`src/core/lfc_pkg.sv`:
```
package lfc_pkg;
  localparam int LFC_TX_BYTES = 4;
  localparam int LFC_TX_W = 32;
  localparam int LFC_MSG_BYTES = 16;
  localparam int LFC_MSG_W = 128;
  localparam int LFC_SIZE_W = 3;
  localparam int LFC_PAUSE_W = 4;
  localparam int LFC_BEAT_W = 3;

  typedef enum logic [1:0] {LFC_FULL, LFC_SIMPLEX_TX, LFC_SIMPLEX_RX} lfc_build_t;

  // register map of the user end, byte addresses
  localparam logic [7:0] LFC_REG_CTRL = 8'h00;
  localparam logic [7:0] LFC_REG_CFG = 8'h04;
  localparam logic [7:0] LFC_REG_TXDATA = 8'h08;
  localparam logic [7:0] LFC_REG_PAY0 = 8'h10;
  localparam logic [7:0] LFC_REG_STATUS = 8'h20;
  localparam logic [7:0] LFC_REG_RXD0 = 8'h30;
  localparam logic [7:0] LFC_REG_RXKEEP = 8'h40;
  localparam int LFC_CTRL_MSG_BIT = 0;
  localparam int LFC_CTRL_PAUSE_BIT = 1;
  localparam int LFC_CFG_SIZE_LSB = 0;
  localparam int LFC_CFG_PAUSE_LSB = 4;

  // values after reset
  localparam logic LFC_WAIT_RST = 1'h1;
  localparam logic LFC_TREADY_RST = 1'h0;
  localparam logic [31:0] LFC_RDATA_RST = 32'h0000_0000;

  // message length in bytes: two bytes per size step
  function automatic logic [4:0] lfc_msg_bytes(input logic [2:0] code);
    return {1'b0, code, 1'b0} + 5'h02;
  endfunction

  // data-port cycles needed to carry the message
  function automatic logic [2:0] lfc_msg_beats(input logic [2:0] code);
    return {1'b0, code[2:1]} + 3'h1;
  endfunction

  function automatic logic [15:0] lfc_msg_keep(input logic [2:0] code);
    logic [16:0] t;
    t = (17'h0_0001 << lfc_msg_bytes(code)) - 17'h0_0001;
    return t[15:0];
  endfunction

  function automatic logic [127:0] lfc_byte_mask(input logic [15:0] keep);
    logic [127:0] m;
    m = '0;
    for (int i = 0; i < LFC_MSG_BYTES; i++) begin
      m[i*8 +: 8] = {8{keep[i]}};
    end
    return m;
  endfunction
endpackage

```
`src/core/lfc_if.sv`:
```
`timescale 1ns/1ps
interface lfc_if;
  import lfc_pkg::*;
  logic [LFC_TX_W-1:0] tx_tdata;
  logic tx_tvalid;
  logic tx_tready;
  logic msg_tx_req;
  logic msg_tx_ack;
  logic [LFC_SIZE_W-1:0] msg_tx_size_code;
  logic [LFC_MSG_W-1:0] msg_rx_tdata;
  logic msg_rx_tvalid;
  logic msg_rx_tlast;
  logic [LFC_MSG_BYTES-1:0] msg_rx_tkeep;
  logic pause_tx_req;
  logic pause_tx_ack;
  logic [LFC_PAUSE_W-1:0] pause_tx_count;
  logic pause_rx_strobe;
  logic [LFC_PAUSE_W-1:0] pause_rx_count;

  modport core_mp (
    input tx_tdata, tx_tvalid, msg_tx_req, msg_tx_size_code, pause_tx_req, pause_tx_count,
    output tx_tready, msg_tx_ack, msg_rx_tdata, msg_rx_tvalid, msg_rx_tlast, msg_rx_tkeep,
    output pause_tx_ack, pause_rx_strobe, pause_rx_count
  );
  modport user_mp (
    output tx_tdata, tx_tvalid, msg_tx_req, msg_tx_size_code, pause_tx_req, pause_tx_count,
    input tx_tready, msg_tx_ack, msg_rx_tdata, msg_rx_tvalid, msg_rx_tlast, msg_rx_tkeep,
    input pause_tx_ack, pause_rx_strobe, pause_rx_count
  );
endinterface

```
`src/core/lfc_core_end.sv`:
```
`timescale 1ns/1ps
module lfc_core_end
  import lfc_pkg::*;
#(
  parameter lfc_build_t BUILD = LFC_FULL
) (
  input wire logic clk,
  input wire logic rstn,
  lfc_if.core_mp fc,
  // normal words toward the link
  input wire logic link_tx_ready,
  output logic [LFC_TX_W-1:0] link_tx_data,
  output logic link_tx_valid,
  // finished outgoing message
  output logic [LFC_MSG_W-1:0] link_msg_data,
  output logic [LFC_SIZE_W-1:0] link_msg_size,
  output logic link_msg_valid,
  // pause message toward the link
  input wire logic link_pause_ready,
  output logic link_pause_valid,
  output logic [LFC_PAUSE_W-1:0] link_pause_count,
  // received message from the link
  input wire logic link_rx_msg_valid,
  input wire logic [LFC_MSG_W-1:0] link_rx_msg_data,
  input wire logic [LFC_SIZE_W-1:0] link_rx_msg_size,
  // received pause from the link
  input wire logic link_rx_pause_valid,
  input wire logic [LFC_PAUSE_W-1:0] link_rx_pause_count
);
  typedef enum {LFC_TX_IDLE, LFC_TX_ACK, LFC_TX_PAY} lfc_txst_t;

  typedef struct packed {
    // message being filled
    lfc_txst_t st;
    logic [LFC_BEAT_W-1:0] beats;
    logic [1:0] widx;
    logic [LFC_SIZE_W-1:0] size;
    logic [LFC_MSG_W-1:0] mbuf;
    // handshakes toward the user
    logic msg_ack;
    logic tready;
    // words and messages toward the link
    logic [LFC_TX_W-1:0] ltx_data;
    logic ltx_valid;
    logic [LFC_MSG_W-1:0] lmsg_data;
    logic [LFC_SIZE_W-1:0] lmsg_size;
    logic lmsg_valid;
    // pause both ways
    logic pause_ack;
    logic lp_valid;
    logic [LFC_PAUSE_W-1:0] lp_count;
    logic prx_strobe;
    logic [LFC_PAUSE_W-1:0] prx_count;
  } lfc_core_state_t;

  // absent directions are tied off and never answer
  localparam logic HAS_TX = (BUILD != LFC_SIMPLEX_RX);
  localparam logic HAS_RX = (BUILD != LFC_SIMPLEX_TX);
  localparam logic HAS_PAUSE = (BUILD == LFC_FULL);

  lfc_core_state_t r;
  lfc_core_state_t n;

  always_comb begin
    n = r;
    // pulses fall unless set again below
    n.msg_ack = 1'b0;
    n.ltx_valid = 1'b0;
    n.lmsg_valid = 1'b0;
    n.pause_ack = 1'b0;
    n.lp_valid = 1'b0;
    n.prx_strobe = 1'b0;

    // normal data passes only on a ready and valid edge
    if (r.st == LFC_TX_IDLE && r.tready && fc.tx_tvalid) begin
      n.ltx_data = fc.tx_tdata;
      n.ltx_valid = 1'b1;
    end

    unique case (r.st)
      LFC_TX_IDLE: begin
        // registered: one more word may pass after link ready drops
        n.tready = HAS_TX & link_tx_ready;
        if (HAS_TX && fc.msg_tx_req) begin
          // size stays fixed for the whole message; the word count steps down once per payload word
          n.st = LFC_TX_ACK;
          n.msg_ack = 1'b1;
          n.tready = 1'b0;
          n.size = fc.msg_tx_size_code;
          n.beats = lfc_msg_beats(fc.msg_tx_size_code);
          n.widx = 2'h0;
          n.mbuf = '0;
        end
      end
      LFC_TX_ACK: begin
        // acknowledge cycle; payload starts in the next one
        n.st = LFC_TX_PAY;
        n.tready = 1'b0;
      end
      LFC_TX_PAY: begin
        // one word per cycle, no normal words until done; pause traffic still passes
        n.tready = 1'b0;
        n.mbuf[{r.widx, 5'h00} +: LFC_TX_W] = fc.tx_tdata;
        n.widx = r.widx + 2'h1;
        n.beats = r.beats - 3'h1;
        // last word taken: hand the message on, reopen normal data
        if (r.beats == 3'h1) begin
          n.st = LFC_TX_IDLE;
          n.lmsg_valid = 1'b1;
          n.lmsg_data = n.mbuf & lfc_byte_mask(lfc_msg_keep(r.size));
          n.lmsg_size = r.size;
          n.tready = link_tx_ready;
        end
      end
    endcase

    // pause request: one acknowledge per request
    // the ack blocks a second take of a request still held high
    if (HAS_PAUSE && fc.pause_tx_req && !r.pause_ack && link_pause_ready) begin
      n.pause_ack = 1'b1;
      n.lp_valid = 1'b1;
      n.lp_count = fc.pause_tx_count;
    end

    // one report pulse per arrival; count held until the next
    if (HAS_PAUSE && link_rx_pause_valid) begin
      n.prx_strobe = 1'b1;
      n.prx_count = link_rx_pause_count;
    end
  end

  // asynchronous clear; release is taken at the next clock
  always_ff @(posedge clk or negedge rstn) begin
    if (!rstn) begin
      r.st <= LFC_TX_IDLE;
      r.beats <= '0;
      r.widx <= '0;
      r.size <= '0;
      r.mbuf <= '0;
      r.msg_ack <= 1'b0;
      r.tready <= LFC_TREADY_RST;
      r.ltx_data <= '0;
      r.ltx_valid <= 1'b0;
      r.lmsg_data <= '0;
      r.lmsg_size <= '0;
      r.lmsg_valid <= 1'b0;
      r.pause_ack <= 1'b0;
      r.lp_valid <= 1'b0;
      r.lp_count <= '0;
      r.prx_strobe <= 1'b0;
      r.prx_count <= '0;
    end else begin
      r <= n;
    end
  end

  // received messages need no buffer: one word per message
  // simplex transmit builds hold the enable low
  lfc_msg_rx u_msg_rx (
    .clk(clk),
    .rstn(rstn),
    .en(HAS_RX),
    .in_valid(link_rx_msg_valid),
    .in_data(link_rx_msg_data),
    .in_size(link_rx_msg_size),
    .out_tvalid(fc.msg_rx_tvalid),
    .out_tlast(fc.msg_rx_tlast),
    .out_tkeep(fc.msg_rx_tkeep),
    .out_tdata(fc.msg_rx_tdata)
  );

  // toward the user
  assign fc.tx_tready = r.tready;
  assign fc.msg_tx_ack = r.msg_ack;
  assign fc.pause_tx_ack = r.pause_ack;
  assign fc.pause_rx_strobe = r.prx_strobe;
  assign fc.pause_rx_count = r.prx_count;

  // toward the link
  assign link_tx_data = r.ltx_data;
  assign link_tx_valid = r.ltx_valid;
  assign link_msg_data = r.lmsg_data;
  assign link_msg_size = r.lmsg_size;
  assign link_msg_valid = r.lmsg_valid;
  assign link_pause_valid = r.lp_valid;
  assign link_pause_count = r.lp_count;
endmodule

```
`src/core/lfc_msg_rx.sv`:
```
`timescale 1ns/1ps
module lfc_msg_rx
  import lfc_pkg::*;
(
  input wire logic clk,
  input wire logic rstn,
  input wire logic en,
  input wire logic in_valid,
  input wire logic [LFC_MSG_W-1:0] in_data,
  input wire logic [LFC_SIZE_W-1:0] in_size,
  output logic out_tvalid,
  output logic out_tlast,
  output logic [LFC_MSG_BYTES-1:0] out_tkeep,
  output logic [LFC_MSG_W-1:0] out_tdata
);
  typedef struct packed {
    logic valid;
    logic last;
    logic [LFC_MSG_BYTES-1:0] keep;
    logic [LFC_MSG_W-1:0] data;
  } lfc_rx_state_t;

  lfc_rx_state_t r;
  lfc_rx_state_t n;

  // whole message fits one word, so every frame is a single last word
  always_comb begin
    n = r;
    n.valid = en & in_valid;
    n.last = en & in_valid;
    n.keep = '0;
    if (en && in_valid) begin
      n.keep = lfc_msg_keep(in_size);
      n.data = in_data & lfc_byte_mask(lfc_msg_keep(in_size));
    end
  end

  always_ff @(posedge clk or negedge rstn) begin
    if (!rstn) begin
      r <= '0;
    end else begin
      r <= n;
    end
  end

  assign out_tvalid = r.valid;
  assign out_tlast = r.last;
  assign out_tkeep = r.keep;
  assign out_tdata = r.data;
endmodule

```
`src/flat_wrapper.sv`:
```
// flat-port wrapper written by rule: the top's interface ports become plain ports
module lfc_core_end_flat import lfc_pkg::*;
#(
  parameter lfc_build_t BUILD = LFC_FULL
)
  (clk, rstn, link_tx_ready, link_tx_data, link_tx_valid, link_msg_data, link_msg_size, link_msg_valid, link_pause_ready, link_pause_valid, link_pause_count, link_rx_msg_valid, link_rx_msg_data, link_rx_msg_size, link_rx_pause_valid, link_rx_pause_count, fc_tx_tdata, fc_tx_tvalid, fc_msg_tx_req, fc_msg_tx_size_code, fc_pause_tx_req, fc_pause_tx_count, fc_tx_tready, fc_msg_tx_ack, fc_msg_rx_tdata, fc_msg_rx_tvalid, fc_msg_rx_tlast, fc_msg_rx_tkeep, fc_pause_tx_ack, fc_pause_rx_strobe, fc_pause_rx_count);
  lfc_if fc_i ();
  input wire logic clk;
  input wire logic rstn;
  input wire logic link_tx_ready;
  output logic [LFC_TX_W-1:0] link_tx_data;
  output logic link_tx_valid;
  output logic [LFC_MSG_W-1:0] link_msg_data;
  output logic [LFC_SIZE_W-1:0] link_msg_size;
  output logic link_msg_valid;
  input wire logic link_pause_ready;
  output logic link_pause_valid;
  output logic [LFC_PAUSE_W-1:0] link_pause_count;
  input wire logic link_rx_msg_valid;
  input wire logic [LFC_MSG_W-1:0] link_rx_msg_data;
  input wire logic [LFC_SIZE_W-1:0] link_rx_msg_size;
  input wire logic link_rx_pause_valid;
  input wire logic [LFC_PAUSE_W-1:0] link_rx_pause_count;
  input wire logic [$bits(fc_i.tx_tdata)-1:0] fc_tx_tdata;
  input wire logic [$bits(fc_i.tx_tvalid)-1:0] fc_tx_tvalid;
  input wire logic [$bits(fc_i.msg_tx_req)-1:0] fc_msg_tx_req;
  input wire logic [$bits(fc_i.msg_tx_size_code)-1:0] fc_msg_tx_size_code;
  input wire logic [$bits(fc_i.pause_tx_req)-1:0] fc_pause_tx_req;
  input wire logic [$bits(fc_i.pause_tx_count)-1:0] fc_pause_tx_count;
  output wire logic [$bits(fc_i.tx_tready)-1:0] fc_tx_tready;
  output wire logic [$bits(fc_i.msg_tx_ack)-1:0] fc_msg_tx_ack;
  output wire logic [$bits(fc_i.msg_rx_tdata)-1:0] fc_msg_rx_tdata;
  output wire logic [$bits(fc_i.msg_rx_tvalid)-1:0] fc_msg_rx_tvalid;
  output wire logic [$bits(fc_i.msg_rx_tlast)-1:0] fc_msg_rx_tlast;
  output wire logic [$bits(fc_i.msg_rx_tkeep)-1:0] fc_msg_rx_tkeep;
  output wire logic [$bits(fc_i.pause_tx_ack)-1:0] fc_pause_tx_ack;
  output wire logic [$bits(fc_i.pause_rx_strobe)-1:0] fc_pause_rx_strobe;
  output wire logic [$bits(fc_i.pause_rx_count)-1:0] fc_pause_rx_count;
  assign fc_i.tx_tdata = fc_tx_tdata;
  assign fc_i.tx_tvalid = fc_tx_tvalid;
  assign fc_i.msg_tx_req = fc_msg_tx_req;
  assign fc_i.msg_tx_size_code = fc_msg_tx_size_code;
  assign fc_i.pause_tx_req = fc_pause_tx_req;
  assign fc_i.pause_tx_count = fc_pause_tx_count;
  assign fc_tx_tready = fc_i.tx_tready;
  assign fc_msg_tx_ack = fc_i.msg_tx_ack;
  assign fc_msg_rx_tdata = fc_i.msg_rx_tdata;
  assign fc_msg_rx_tvalid = fc_i.msg_rx_tvalid;
  assign fc_msg_rx_tlast = fc_i.msg_rx_tlast;
  assign fc_msg_rx_tkeep = fc_i.msg_rx_tkeep;
  assign fc_pause_tx_ack = fc_i.pause_tx_ack;
  assign fc_pause_rx_strobe = fc_i.pause_rx_strobe;
  assign fc_pause_rx_count = fc_i.pause_rx_count;
  lfc_core_end #(.BUILD(BUILD)) u_core (.clk(clk), .rstn(rstn), .fc(fc_i), .link_tx_ready(link_tx_ready), .link_tx_data(link_tx_data), .link_tx_valid(link_tx_valid), .link_msg_data(link_msg_data), .link_msg_size(link_msg_size), .link_msg_valid(link_msg_valid), .link_pause_ready(link_pause_ready), .link_pause_valid(link_pause_valid), .link_pause_count(link_pause_count), .link_rx_msg_valid(link_rx_msg_valid), .link_rx_msg_data(link_rx_msg_data), .link_rx_msg_size(link_rx_msg_size), .link_rx_pause_valid(link_rx_pause_valid), .link_rx_pause_count(link_rx_pause_count));
endmodule
```
`config.mk`:
```
export PLATFORM = sky130hd
export DESIGN_NAME = lfc_core_end_flat
export DESIGN_NICKNAME = d
export VERILOG_FILES = /design/src/core/lfc_pkg.sv /design/src/core/lfc_if.sv /design/src/core/lfc_core_end.sv /design/src/core/lfc_msg_rx.sv /design/src/flat_wrapper.sv
export SDC_FILE = /design/constraint.sdc
export NUM_CORES = 1
export LEC_CHECK = 0
export BUFFER_PORTS_ARGS = -buffer_cell sky130_fd_sc_hd__buf_2
export CAP_MARGIN = 0
export CORE_ASPECT_RATIO = 1.75
export CORE_MARGIN = 2
export CORE_UTILIZATION = 45
export DETAILED_ROUTE_END_ITERATION = 7
export PLACE_DENSITY_LB_ADDON = 0.1
export SLEW_MARGIN = 20
export SYNTH_ARGS = -nofsm -noshare
export SYNTH_HDL_FRONTEND = slang
export SYNTH_HIERARCHICAL = 1
export SYNTH_SLANG_ARGS = --single-unit
```
`constraint.sdc`:
```
create_clock -name clk -period 3.5 [get_ports clk]
set_input_delay 0.7 -clock clk [delete_from_list [all_inputs] [get_ports clk]]
set_output_delay 0.7 -clock clk [all_outputs]
set_load 0.02 [all_outputs]
```
### Word level (Yosys, flattened, before mapping)

Index checks and enable logic that the tools add are counted.

* flip-flop bits (word level): 491
* bits in latches: 0
* bits in writable memories: 0
* bits in read-only memories: 0
* input port bits: 183
* logic and storage cells: 66
* memories kept: 0

* add/subtract/negate cells: 8
* multiply operators: 0
* div/mod/pow operators: 0
* order comparisons: 0
* equality and inequality tests: 5
* shifts and indexed selects: 4
* multiplexer cells: 15
* bitwise logic cells: 2
* reduce and logical (&&, ||, !) cells: 12

Operator list (number)
* AND 128 bit: 2
* one-hot mux 128 bit (2 select lines): 1
* two-way mux 170 bit: 1
* two-way mux 144 bit: 1
* bitwise mux 128 bit: 1
* variable shift 32 x 9 -> 128 bit, first input constant: 1
* variable part select 32 x 9 -> 128 bit: 1
* one-hot mux 32 bit (3 select lines): 1
* logical NOT 32 bit: 2
* == test 32 x 1 -> 1 bit, second input constant: 1
* == test 32 x 2 -> 1 bit, second input constant: 1
* two-way mux 32 bit: 1
* left shift 1 x 5 -> 16 bit, first input constant: 2
* subtractor 16 x 1 -> 16 bit, second input constant: 2
* adder 4 x 2 -> 5 bit, second input constant: 2
* one-hot mux 5 bit (2 select lines): 1
* negator 7 -> 9 bit: 1
* AND reduction 2 bit: 4
* two-way mux 6 bit: 1
* two-way mux 1 bit: 5
* two-way mux 5 bit: 1
* logical AND 1 bit: 4
* adder 2 x 1 -> 3 bit, second input constant: 1
* == test 3 x 1 -> 1 bit, second input constant: 1
* other kinds (7): 7

### Depth between registers and ports, before layout

* word-level depth: 5
* gate-level depth with buffers: 9

### Hierarchy

Netlist, hierarchy kept.

Modules (own cells, without submodules)
* lfc_core_end: instances 1, cells an instance 1410, area an instance 14871.8 µm², sequential area each 7882.6 µm²
* lfc_msg_rx: instances 1, cells an instance 432, area an instance 5260.0 µm², sequential area each 3603.5 µm²

### Least setup slack after synthesis

OpenSTA, ideal clock, no wires.

* path type: input -> register
* from: input link_rx_msg_size[2]
* to: register u_core.u_msg_rx.r, in the netlist u_core/u_msg_rx/out_tdata[56]
* setup time: 0.121 ns
* data arrival time: 2.175 ns
* path slack: 1.204 ns
* stages on the path: 9
* buffers on the path: 3
* cell sequence: buf_6 -> or3_1 -> buf_6 -> ha_1 -> nand3_1 -> inv_1 -> o21a_1 -> buf_2 -> a22o_1

* longest elaborated chain between the ends: 4

RTL lines
* start, declared: line flat_wrapper.sv:21 `input wire logic [LFC_SIZE_W-1:0] link_rx_msg_size;`
* adder 4 x 2 -> 5 bit: line lfc_pkg.sv:32 `return {1'b0, code, 1'b0} + 5'h02;`
* left shift 1 x 5 -> 16 bit: line lfc_pkg.sv:42 `t = (17'h0_0001 << lfc_msg_bytes(code)) - 17'h0_0001;`
* subtractor 16 x 1 -> 16 bit: line lfc_pkg.sv:42
* AND 128 bit: line lfc_msg_rx.sv:34 `n.data = in_data & lfc_byte_mask(lfc_msg_keep(in_size));`
* end signal, assigned: line lfc_msg_rx.sv:42 `r <= n;`
* end, declared: line lfc_msg_rx.sv:23 `lfc_rx_state_t r;`

Every way passes these cells.
A chain may end at the register's enable or synchronous reset.

### Worst setup path after layout

* from: register u_core/r[309] (netlist name)
* to: register u_core/r[181] (netlist name)

* longest elaborated chain between the ends: 4
* elaborated cells between the ends (all ways): 5

RTL lines
* start, declared: line lfc_core_end.sv:61 `lfc_core_state_t r;`
* start signal, assigned: line lfc_core_end.sv:153 `r <= n;`
* negator 7 -> 9 bit *: line lfc_core_end.sv:103 `n.mbuf[{r.widx, 5'h00} +: LFC_TX_W] = fc.tx_tdata;`
* variable part select 32 x 9 -> 128 bit or variable shift 32 x 9 -> 128 bit (tied branches): line lfc_core_end.sv:103
* bitwise mux 128 bit *: line lfc_core_end.sv:103
* one-hot mux 128 bit (2 select lines) *: line lfc_core_end.sv:80 `unique case (r.st)`

Mark *: on every way between the ends. The rest lies on a longest branch, timed or not.

==> summary.txt <==
Run status
  – Status: finished, final reports clean

Finish
  – Layout Area Growth over Synthesis: 16.23%
  – Non-filler cells, final: between 2k and 3k
  – Register area: between 0.01 and 0.015 mm^2
  – Fillers: roughly 4.1k
  – Most common cell after layout, fill and taps aside: buf_2
  – Nets: 2334
  – Multi-input gate area: around 0.0067 mm^2
  – Layout cells sized above 1: 0.3255
  – Most frequent cells in the layout: 505 x buf_2, 459 x dfrtp_1, 273 x nand2_1

Yosys
  – Avg Inst Size Synth: 10.93 um^2
  – Compound-Gate Fraction of Synth Area: 0.1727
  – Adder-cell share of the synthesized area: 0.008080
  – Synth Flop Type: dfrtp_1
  – Yosys reg bits: roughly 460
  – Library cells used by synthesis: between 50 and 60
  – Area share of the largest cell type after synthesis: 0.5705
  – Number of flops mapped to enable cells by yosys: 0
  – FFs w/ async S/R, synth: 1.000
  – Dominant cells by area after synthesis: dfrtp_1 57%, buf_4 6.6%, a22o_1 6.4%
  – Post-synthesis xor/xnor area fraction: 0.001740
  – Cells after Synth: 1842
  – Cell taking the most area after synthesis: dfrtp_1
  – Post-Synth Simple-Gate Area: 0.1214
  – Mux cell area share after synthesis: 0.02617
  – Register area share after synthesis: 0.5705
  – Mapped Area: slightly above 0.02 mm^2
  – Warnings, synthesis: 6
  – Main combinational cell family by area after synthesis: compound AO/OA/AOI/OAI gates

STA
  – Setup ws final: between 0.7 and 0.8 ns
  – Clk_skew: ~0.0095 ns
  – Min Hold Slack: 0.1102 ns
  – Final Max Slew Viols: 0
  – Final setup fails: 0
  – Pin slew with the least headroom to its limit: 1.081 ns
  – Worst rel slew slack: 0.2790
  – Setup_tns: 0 ns
  – RSZ-0062 raised after global routing: no
  – Final min period: 2.702 ns
  – Fin crit share: 0.7721
  – Fmax: around 370 MHz
  – Final number of hold-violating endpoints: 0

CTS
  – Post-cts resize count: 0
  – H-tree Lvls: 2
  – Clk sinks: roughly 460
  – Root Buffer: clkbuf_16
  – Clock transition at path regs: 0.07 ns
  – Worst skew pair latency: ~0.55 ns
  – # hold bufs at CTS: 0
  – Setup bufs post-CTS: 0
  – CTS tree: built
  – Buffer levels on the longest clock path: 3
  – CTS Buf Count: 43

Detailed routing
  – Avg Vias per Cell: approximately 5.5
  – Drt pass-1 iters: 5
  – Avg WL per Cell: ~23 um
  – DRC Markers: 0
  – Initial drt markers: about 800
  – Vias: between 15k and 20k
  – Drt total wl: between 60 and 70 mm
  – Antenna-violating nets left: 0

Critical path
  – Critical path peak fanout: 33
  – Crit path DAT: roughly 3.2 ns
  – CP required: around 4.0 ns
  – Crit Path Category: reg -> reg
  – CP endpoint kind: flop
  – Startpoint types: flop

Die
  – Die Span Y: 283.8 um
  – Core ar.: 0.04416 mm^2
  – Die width: roughly 160 um
  – Starting Density: 0.4559
  – FP Rows: between 100 and 150
  – Die area: ~0.047 mm^2
  – Number of top-level pins: approximately 500

Placement
  – Post-place setup slack: about 0.77 ns
  – Gpl congestion: 0.8620
  – Dpl cells: around 2.7k
  – Port Buffers: about 510
  – Post-DP HPWL: about 45 mm

Global route
  – GR Util All Layers: 0.2651
  – Met1 usage: 0.3040
  – Vias in the first global route: 15.69k
  – M2 GR Usage: 0.4862
  – Global-route wire length before repair: roughly 95 mm
  – Largest net degree at the start of global routing: between 90 and 100
  – Global route hottest layer: met2
  – GR Util met3: 0.05642
  – Gr ovfl total: 0
  – Initial antenna violation count: 13

Power
  – Maximum VDD drop: between 400 and 500 uV
  – Overall power: ~19 mW
  – Power Dens Cells: roughly 790 mW/mm^2
  – Leakage Power: approximately 12 nW

Flow run
  – Max-Cap Viols: 0

Hold path
  – Worst hold path class: in -> async
[state kept, by name, summed over array words and instances (netlist names), 3 cells and up]
| signal | flops |
|---|---|
| u_core/link_msg_size | 3 |
| u_core/r | 138 |
| u_core/u_msg_rx/out_tkeep | 15 |
| u_core/fc.pause_rx_count | 4 |
| u_core/link_msg_data | 128 |
| u_core/link_tx_data | 32 |
| u_core/link_pause_count | 4 |
| u_core/u_msg_rx/out_tdata | 128 |
[cell families after synthesis]
group                    Yosys count
flip-flops                       459
multiplexers                      47
adder cells (fa/ha/maj)           13
buffers and inverters            316
AO/OA/AOI/OAI                    492
AND/OR/NAND/NOR                  509
XOR/XNOR                           4
other                              2
[worst paths after layout]
path / cells after the start / start / slack, ns / to
setup / recovery: 7 / u_core/r[309] / 0.80 / u_core/r[181]
max in group asynchronous: 2 / rstn / 2.43 / u_core/u_msg_rx/out_tdata[101]
setup reg to reg: 7 / u_core/r[309] / 0.80 / u_core/r[181]
hold / removal: 1 / rstn / 0.11 / u_core/link_pause_count[0]
hold reg to reg: 2 / u_core/u_msg_rx/out_tdata[18] / 0.46 / u_core/u_msg_rx/out_tdata[18]
min in group clk: 1 / link_rx_pause_valid / 0.33 / u_core/fc.pause_rx_strobe
[layout make-up]
| type | count | area share |
|---|---|---|
| Clock buffer | 65 | 0.05732 |
| Timing Repair Buffer | 544 | 0.1241 |
| Clock inverter | 11 | 0.006738 |
| Inverter | 20 | 0.003315 |
| Sequential cell | 459 | 0.4909 |
| Multi-Input combinational cell | 1070 | 0.2867 |
| Antenna cell | 4 | 0.0004278 |
| Tap cell | 572 | 0.03059 |
[cell usage after synthesis, types with 25 or more instances]
cell,n
a22o_1,147
dfrtp_1,459
o21ai_0,144
a31oi_1,72
buf_4,177
nand2_1,273
nor2b_1,113
mux2_2,45
nand3_1,25
clkbuf_1,56
nor2_1,49
buf_2,40
[where the power goes]
group	internal [mW]	switching, mW
Clock	2.93	2.06
Combinational	1.98	4.22
Sequential	6.56	0.780
[worst max-delay path, cell delays in order (launching register included)]
cell and delay, ns:
dfrtp_1 0.54, inv_1 0.14, ha_1 0.41, and4bb_1 0.32, buf_4 0.39, nor3b_4 0.25
buf_4 0.37, a22o_1 0.22
[through the flow]
stage	area, um^2	utilization
6_report	23400	0.5299
2_1_floorplan	20140	-
4_1_cts	23390	0.5297
3_5_place_dp	21890	0.4957
5_1_grt	23400	0.5298
3_3_place_gp	21890	0.4957
[routing by layer]
layer | part of all wire | vias to the layer above | routed length [um]
li1 | - | 6833 | -
met1 | 0.36 | 7526 | 22490
met2 | 0.54 | 567 | 33150
met3 | 0.069 | 112 | 4284
met4 | 0.031 | 10 | 1913
met5 | 0.00092 | - | 57
(Power assumes the default switching activity.)
